<file path="src/include/gpp_pkg.sv">
// Operation
// - Drive-enable bit one makes pin output
// - Enable set alias sets only chosen bits
// - Value set alias sets chosen value bits
// - Value clear alias clears chosen value bits
// - Toggle alias or level write inverts value
// - Enable clear alias makes chosen pins inputs
// - Enable toggle alias reverses pin direction
// - Pin level synchronised before sampled register
// - Input-off stops synchroniser, level invalid
// - Sampled level reflects pad both directions
// - Reset leaves outputs tri-stated, inputs on
// - Polarity flip inverts driven and sensed value
// - Polarity change makes edge on internal signal
// - Weak high bias bit enables pull-up
// - Sense config picks interrupt condition
// - Flip with sense change may skip interrupt
// - Pending interrupt may fire on re-enable
// - Sense change may drop pending interrupt
// - Wake: async any, others dual/level only
// - Pin config at base plus 0x10 plus n
// - Alias write equals regular register write
// - At most eight pins per port
// - Request holds while flag set and enabled
// - Event output is pin value, zero if off
// - Synchronous sense dead time three cycles
`default_nettype none
package gpp_pkg;
    localparam int          NPIN = 8;
    localparam logic [5:0] OFS_DIR      = 6'h00;
    localparam logic [5:0] OFS_EN_SET   = 6'h01;
    localparam logic [5:0] OFS_EN_CLR   = 6'h02;
    localparam logic [5:0] OFS_EN_TGL   = 6'h03;
    localparam logic [5:0] OFS_OUT      = 6'h04;
    localparam logic [5:0] OFS_VAL_SET  = 6'h05;
    localparam logic [5:0] OFS_VAL_CLR  = 6'h06;
    localparam logic [5:0] OFS_VAL_TGL  = 6'h07;
    localparam logic [5:0] OFS_IN       = 6'h08;
    localparam logic [5:0] OFS_FLAGS    = 6'h09;
    localparam logic [5:0] OFS_PINCFG   = 6'h10;
    // Whole-byte alias window for direction, value, input and flags
    localparam logic [5:0] OFS_VDIR     = 6'h20;
    localparam logic [5:0] OFS_VOUT     = 6'h21;
    localparam logic [5:0] OFS_VIN      = 6'h22;
    localparam logic [5:0] OFS_VFLAGS   = 6'h23;
    localparam int          POS_FLIP    = 7;
    localparam int          POS_BIAS    = 3;
    localparam logic [7:0] RST_BYTE     = 8'h00;
    localparam int          DEAD_CYCLES = 3;
    typedef enum logic [2:0] {
        GPP_DUAL    = 3'b000,
        GPP_RISE    = 3'b001,
        GPP_FALL    = 3'b010,
        GPP_OFF     = 3'b011,
        GPP_LOW     = 3'b100
    } gpp_sense_t;
endpackage : gpp_pkg
`default_nettype wire

</file>
<file path="src/gpp_pin.sv">
`timescale 1ns/100ps
`default_nettype none
// One pin: synchroniser, sensing, dead time
module gpp_pin
    import gpp_pkg::*;
(
    // Clock and reset
    input  wire logic       sys_clk,
    input  wire logic       rstn,
    // Pad and configuration
    input  wire logic       pad_in,
    input  wire logic       flip,
    input  wire logic [2:0] sense,
    input  wire logic       async_cap,
    // Results
    output logic            level,
    output logic            hit,
    output logic            wake
);
    logic       s1_reg;
    logic       s2_reg;
    logic       prev_reg;
    logic [1:0] dead_reg;
    logic [1:0] dead_next;
    logic       off;
    logic       cur;
    logic       rise_w;
    logic       fall_w;
    logic       cond;

    assign off = (sense == GPP_OFF);
    assign cur = s2_reg ^ flip;
    assign level = off ? 1'b0 : cur;
    assign rise_w = cur & ~prev_reg;
    assign fall_w = ~cur & prev_reg;
    assign cond = (sense == GPP_DUAL) ? (rise_w | fall_w) :
                  (sense == GPP_RISE) ? rise_w :
                  (sense == GPP_FALL) ? fall_w :
                  (sense == GPP_LOW)  ? ~cur : 1'b0;
    assign hit = cond & (dead_reg == 2'd0);
    assign wake = hit & (async_cap | sense == GPP_DUAL | sense == GPP_LOW);
    assign dead_next = hit ? 2'(DEAD_CYCLES - 1) :
                       (dead_reg != 2'd0) ? dead_reg - 2'd1 : 2'd0;

    // Synchroniser halts while input is off to save power
    always_ff @(posedge sys_clk or negedge rstn) begin
        if (!rstn) begin
            s1_reg <= 1'b0;
            s2_reg <= 1'b0;
        end else if (!off) begin
            s1_reg <= pad_in;
            s2_reg <= s1_reg;
        end
    end

    // Edge reference follows even when off; a stale edge may fire later
    always_ff @(posedge sys_clk or negedge rstn) begin
        if (!rstn) begin
            prev_reg <= 1'b0;
            dead_reg <= 2'd0;
        end else begin
            prev_reg <= cur;
            dead_reg <= dead_next;
        end
    end
endmodule : gpp_pin
`default_nettype wire

</file>
<file path="src/gpp_port.sv">
`timescale 1ns/100ps
`default_nettype none
module gpp_port
    import gpp_pkg::*;
#(
    parameter logic [7:0] ASYNC_PINS = 8'h04
)(
    // Clock and reset
    input  wire logic                 sys_clk,
    input  wire logic                 rstn,
    // Register port
    input  wire logic [5:0]           reg_addr,
    input  wire logic [7:0]           reg_wdata,
    input  wire logic                 reg_wr,
    input  wire logic                 reg_rd,
    output logic      [7:0]           reg_rdata,
    // Pads
    input  wire logic [gpp_pkg::NPIN-1:0] pad_i,
    output logic      [gpp_pkg::NPIN-1:0] pad_o,
    output logic      [gpp_pkg::NPIN-1:0] pad_oe,
    output logic      [gpp_pkg::NPIN-1:0] pad_pullup,
    output logic      [gpp_pkg::NPIN-1:0] pad_in_en,
    // System side
    output logic      [gpp_pkg::NPIN-1:0] pin_event,
    output logic                      irq,
    output logic                      wake_req
);
    import gpp_pkg::*;

    // ************************************************
    // Registers and decode
    // ************************************************
    logic [7:0] dir_reg;
    logic [7:0] dir_next;
    logic [7:0] out_reg;
    logic [7:0] out_next;
    logic [7:0] flag_reg;
    logic [7:0] flag_next;
    logic [7:0] cfg_reg [NPIN];
    logic [7:0] rdata_reg;
    logic [7:0] rdata_next;
    logic [7:0] level_w;
    logic [7:0] hit_w;
    logic [7:0] wake_w;
    logic [7:0] flip_w;
    logic [7:0] in_en_w;
    logic       wr_dir;
    logic       wr_dset;
    logic       wr_dclr;
    logic       wr_dtgl;
    logic       wr_out;
    logic       wr_oset;
    logic       wr_oclr;
    logic       wr_otgl;
    logic       wr_flag;
    logic       cfg_sel;
    logic [2:0] cfg_idx;

    assign wr_dir  = reg_wr & (reg_addr == OFS_DIR | reg_addr == OFS_VDIR);
    assign wr_dset = reg_wr & (reg_addr == OFS_EN_SET);
    assign wr_dclr = reg_wr & (reg_addr == OFS_EN_CLR);
    assign wr_dtgl = reg_wr & (reg_addr == OFS_EN_TGL);
    assign wr_out  = reg_wr & (reg_addr == OFS_OUT | reg_addr == OFS_VOUT);
    assign wr_oset = reg_wr & (reg_addr == OFS_VAL_SET);
    assign wr_oclr = reg_wr & (reg_addr == OFS_VAL_CLR);
    assign wr_otgl = reg_wr & (reg_addr == OFS_VAL_TGL | reg_addr == OFS_IN |
                               reg_addr == OFS_VIN);
    assign wr_flag = reg_wr & (reg_addr == OFS_FLAGS |
                               reg_addr == OFS_VFLAGS);
    assign cfg_sel = (reg_addr[5:3] == OFS_PINCFG[5:3]);
    assign cfg_idx = reg_addr[2:0];

    // ************************************************
    // Next-state logic
    // ************************************************
    always_comb begin
        dir_next = dir_reg;
        if (wr_dir)
            dir_next = reg_wdata;
        else if (wr_dset)
            dir_next = dir_reg | reg_wdata;
        else if (wr_dclr)
            dir_next = dir_reg & ~reg_wdata;
        else if (wr_dtgl)
            dir_next = dir_reg ^ reg_wdata;
    end

    always_comb begin
        out_next = out_reg;
        if (wr_out)
            out_next = reg_wdata;
        else if (wr_oset)
            out_next = out_reg | reg_wdata;
        else if (wr_oclr)
            out_next = out_reg & ~reg_wdata;
        else if (wr_otgl)
            out_next = out_reg ^ reg_wdata;
    end

    // Write one clears; a new hit in the same cycle wins
    assign flag_next = (flag_reg & ~(wr_flag ? reg_wdata : 8'h00)) | hit_w;

    always_comb begin
        rdata_next = 8'h00;
        if (reg_rd) begin
            if (cfg_sel)
                rdata_next = cfg_reg[cfg_idx];
            else begin
                case (reg_addr)
                    OFS_DIR, OFS_VDIR:     rdata_next = dir_reg;
                    OFS_OUT, OFS_VOUT:     rdata_next = out_reg;
                    OFS_IN, OFS_VIN:       rdata_next = level_w;
                    OFS_FLAGS, OFS_VFLAGS: rdata_next = flag_reg;
                    default:               rdata_next = 8'h00;
                endcase
            end
        end
    end

    // ************************************************
    // State
    // ************************************************
    always_ff @(posedge sys_clk or negedge rstn) begin
        if (!rstn) begin
            dir_reg   <= RST_BYTE;
            out_reg   <= RST_BYTE;
            flag_reg  <= 8'h00;
            rdata_reg <= 8'h00;
        end else begin
            dir_reg   <= dir_next;
            out_reg   <= out_next;
            flag_reg  <= flag_next;
            rdata_reg <= rdata_next;
        end
    end

    // ************************************************
    // Per-pin configuration and sensing
    // ************************************************
    genvar gi;
    generate
        for (gi = 0; gi < NPIN; gi++) begin : g_pin
            always_ff @(posedge sys_clk or negedge rstn) begin
                if (!rstn)
                    cfg_reg[gi] <= RST_BYTE;
                else if (reg_wr && cfg_sel && cfg_idx == 3'(gi))
                    cfg_reg[gi] <= reg_wdata;
            end

            assign flip_w[gi]  = cfg_reg[gi][POS_FLIP];
            assign in_en_w[gi] = (cfg_reg[gi][2:0] != GPP_OFF);
            assign pad_pullup[gi] = cfg_reg[gi][POS_BIAS];

            gpp_pin u_pin (
                .sys_clk   (sys_clk),
                .rstn      (rstn),
                .pad_in    (pad_i[gi]),
                .flip      (flip_w[gi]),
                .sense     (cfg_reg[gi][2:0]),
                .async_cap (ASYNC_PINS[gi]),
                .level     (level_w[gi]),
                .hit       (hit_w[gi]),
                .wake      (wake_w[gi])
            );
        end
    endgenerate

    // ************************************************
    // Outputs
    // ************************************************
    assign pad_o     = out_reg ^ flip_w;
    assign pad_oe    = dir_reg;
    assign pad_in_en = in_en_w;
    assign pin_event = level_w;
    assign irq       = |(flag_reg & in_en_w);
    assign wake_req  = |wake_w;
    assign reg_rdata = rdata_reg;
endmodule : gpp_port
`default_nettype wire

</file>
<file path="config.mk">
export PLATFORM = sky130hd
export DESIGN_NAME = gpp_port
export DESIGN_NICKNAME = d
export VERILOG_FILES = /design/src/include/gpp_pkg.sv /design/src/gpp_pin.sv /design/src/gpp_port.sv
export SDC_FILE = /design/constraint.sdc
export NUM_CORES = 1
export LEC_CHECK = 0
export BUFFER_PORTS_ARGS = -buffer_cell sky130_fd_sc_hd__buf_2
export CAP_MARGIN = 30
export CORE_MARGIN = 1.5
export CORE_UTILIZATION = 30
export CTS_BUF_LIST = sky130_fd_sc_hd__clkbuf_4 sky130_fd_sc_hd__clkbuf_8
export DETAILED_ROUTE_END_ITERATION = 8
export GPL_TIMING_DRIVEN = 0
export HOLD_SLACK_MARGIN = 0.08
export SLEW_MARGIN = 20
export SYNTH_ARGS = -nofsm -noshare
export SYNTH_HDL_FRONTEND = slang
export SYNTH_SLANG_ARGS = --single-unit
</file>
<file path="constraint.sdc">
create_clock -name sys_clk -period 4.6 [get_ports sys_clk]
set_input_delay 0 -clock sys_clk [delete_from_list [all_inputs] [get_ports sys_clk]]
set_output_delay 0 -clock sys_clk [all_outputs]
set_load 0.03 [all_outputs]
</file>
==> out/summary.txt <==
worst-case headroom to the max-slew limit -> 0.381
Root Buffer -> clkbuf_8
Mapped Cells -> 761
crit path setup slack, layout -> 1.89 ns
Tmin final -> 2.71 ns
Core Box Area -> 25900 sq um
I/O Pins -> 76
post-CTS setup buffers -> 0
crit path max-delay cell type -> or4_1
CTS tree -> built
initial antenna violation count -> 0
Worst R2R Setup Slack -> 2.53 ns
RSZ-0062 raised after global routing -> no
Main synth FF type -> dfrtp_1
layout cells sized above 1 -> 0.225
number of vias per cell -> 5.31
Area Overhead vs Synth -> 17.4%
post-place setup slack -> 2.36 ns
P per Cell Area -> 408 nW/um^2
# DRC -> 0
IO buf count -> 73
outcome -> complete, no violations
Peak VDD IR -> 0.218 mV
Fillers -> 2584
Largest register FFs -> 56
largest net degree at the start of global routing -> 70
starting density of the core -> 0.303
Num CTS Buffers -> 17
period utilization -> 0.589
initial DRC count -> 446
Setup crit start kind -> flop
Chip Height -> 165 um
Die Area -> 27200 sq um
Core Rows -> 59
setup_tns -> 0 ns
Avg WL per Cell -> 19.3 um
Final Hold Viols -> 0
Mapped Area -> 7860 sq um
vias in the first global route -> 6158
crit path DAT -> 2.71 ns
synth unique cells -> 60
final setup fails -> 0
min-delay worst type -> in -> async
clock latency on the worst-skew pair -> 0.47 ns
Worst Path Max Fanout -> 4
total length of routed wires -> 23500 um
die width -> 165 um
sequential area share after synthesis -> 0.433
Avg Cell Area, Syn -> 10.3 sq um
crit end category -> output pin
n_diodes -> 0
1st-pass router iterations -> 5
WP buf/inv -> 2
Slew @ Worst Pin -> 0.926 ns
CP peak stage delay -> 0.56 ns
NumNets Final -> 949
MaxCap Viol Count -> 0
CP cell instances -> xnor2_1, inv_1, ha_1, a21oi_1, a31oi_1, or4_1, nand4_1, buf_2
CTS resizes -> 0
Detailed Place HPWL -> 17000 um
Clock Skew -> 0.0120 ns
clock slew at the register clock pins of the worst setup and hold paths -> 0.08 ns
Static Leak -> 4.16 nW
aggregate global routing overflow -> 0
DR vias -> 6470
crit-path leading delay family -> simple AND/OR/NAND/NOR gates
GRT Total Usage -> 0.181
DRT antenna net count -> 0
Synth async-reset ratio -> 1.00
Placer Congestion -> 0.866
#FFs+latches synth -> 136
Yosys warning total -> 0
syn nets -> 835
hold buffers post-CTS -> 18
kind of critical path -> reg -> out
Required @ worst endpoint -> 4.60 ns
global-route wire length before repair -> 36700 um
CTS sink count -> 136
Pins Over Slew Limit -> 0
htree depth -> 4
deepest clock path buffer count -> 2
EDFF count, synth -> 0
fmax -> 369 MHz
## cell usage after synthesis (all sizes together), types with 10 or more instances
master	number	share of area
nand2b	13	0.010
a22oi	10	0.0095
clkbuf	12	0.0057
nor2b	26	0.021
inv	55	0.026
nand3b	17	0.016
o21ai	66	0.042
mux4	16	0.046
a21oi	31	0.020
ha	48	0.076
o221ai	24	0.028
mux2	45	0.064
buf	28	0.023
xor2	14	0.016
dfrtp	136	0.43
nand2	84	0.040
nor2	25	0.012
## worst register-to-register path: stages (launching register included)
cell,delay (ns)
dfrtp_1,0.45
xnor2_1,0.33
inv_1,0.10
ha_1,0.28
a21oi_1,0.12
a31oi_1,0.04
or4_1,0.56
nand2_1,0.12
## cell type report
cell class / instances / area, sq um / share of cell area
Multi-Input combinational cell: 529 / 4020 / 0.436
Sequential cell: 136 / 3400 / 0.369
Timing Repair Buffer: 95 / 601 / 0.0651
Tap cell: 335 / 419 / 0.0454
Clock buffer: 24 / 299 / 0.0324
Buffer: 40 / 228 / 0.0247
Inverter: 56 / 210 / 0.0228
Clock inverter: 4 / 47.5 / 0.00515
## routing by layer
layer	vias up	part of all wire	track usage
met5	-	0	0
met2	193	0.45	0.271
met3	35	0.056	0.0384
met4	0	0.022	0.0647
met1	3282	0.47	0.256
li1	2960	-	-
## power breakdown
group | internal (mW) | switching [mW] | total (mW)
clock network | 0.472 | 0.461 | 0.933
logic | 0.475 | 0.690 | 1.17
registers | 1.41 | 0.254 | 1.67
total | 2.36 | 1.40 | 3.76
## cells by family (layout without fill, tap and decap cells)
family	Yosys count	in the layout	share of synthesized area
adder cells (fa/ha/maj)	48	48	0.0764
flip-flops	136	136	0.433
AND/OR/NAND/NOR	222	222	0.150
multiplexers	61	61	0.110
XOR/XNOR	17	17	0.0189
buffers and inverters	96	219	0.0557
AO/OA/AOI/OAI	181	181	0.156
## final timing paths
path / start / endpoint / cells past startpoint
max in group asynchronous: rstn / cfg_reg[33] / 3
min in group sys_clk: reg_addr[4] / reg_rdata[5] / 4
setup / recovery: cfg_reg[47] / wake_req / 8
hold reg to reg: g_pin[0].u_pin.dead_reg[0] / g_pin[0].u_pin.dead_reg[0] / 1
hold / removal: rstn / g_pin[4].u_pin.s1_reg / 2
setup reg to reg: cfg_reg[47] / g_pin[2].u_pin.dead_reg[1] / 7
## placed cells by master, fill, tap and decap left out, drive strengths merged, types with 2 or more instances in the layout
cell type	synthesis	layout
or2b	7	7
a31oi	5	5
nor2b	26	26
o31ai	5	5
nand2	84	84
nor3b	3	3
a2111oi	3	3
or4	4	4
o221ai	24	24
nand3b	17	17
and3	8	8
nor2	25	25
mux4	16	16
buf	28	104
a41oi	8	8
clkinv	1	3
nor4b	2	2
a21oi	31	31
inv	55	55
nand2b	13	13
xor2	14	14
or4b	2	2
a22oi	10	10
o22ai	2	2
o22a	8	8
a211oi	3	3
ha	48	48
a32oi	2	2
nor4	5	5
clkbuf	12	37
xnor2	3	3
mux2	45	45
nor3	4	4
a221oi	9	9
dfrtp	136	136
o21ai	66	66
dlygate4sd3	0	18
nand3	9	9
and2	7	7
## per-stage QoR
stage                     cells  instance area, sq um  power, mW  utilization  hold slack (ns)
after floorplan             761                  7860       2.43            -           -0.296
after global placement     1169                  8650       2.80        0.334            0.236
after detailed placement   1170                  8690       2.83        0.335           0.0112
after CTS                  1216                  9210       3.78        0.356            0.110
after global routing       1219                  9230       4.00        0.356            0.130
final                      1219                  9230       3.76        0.356           0.0845
(Power assumes the default switching activity.)
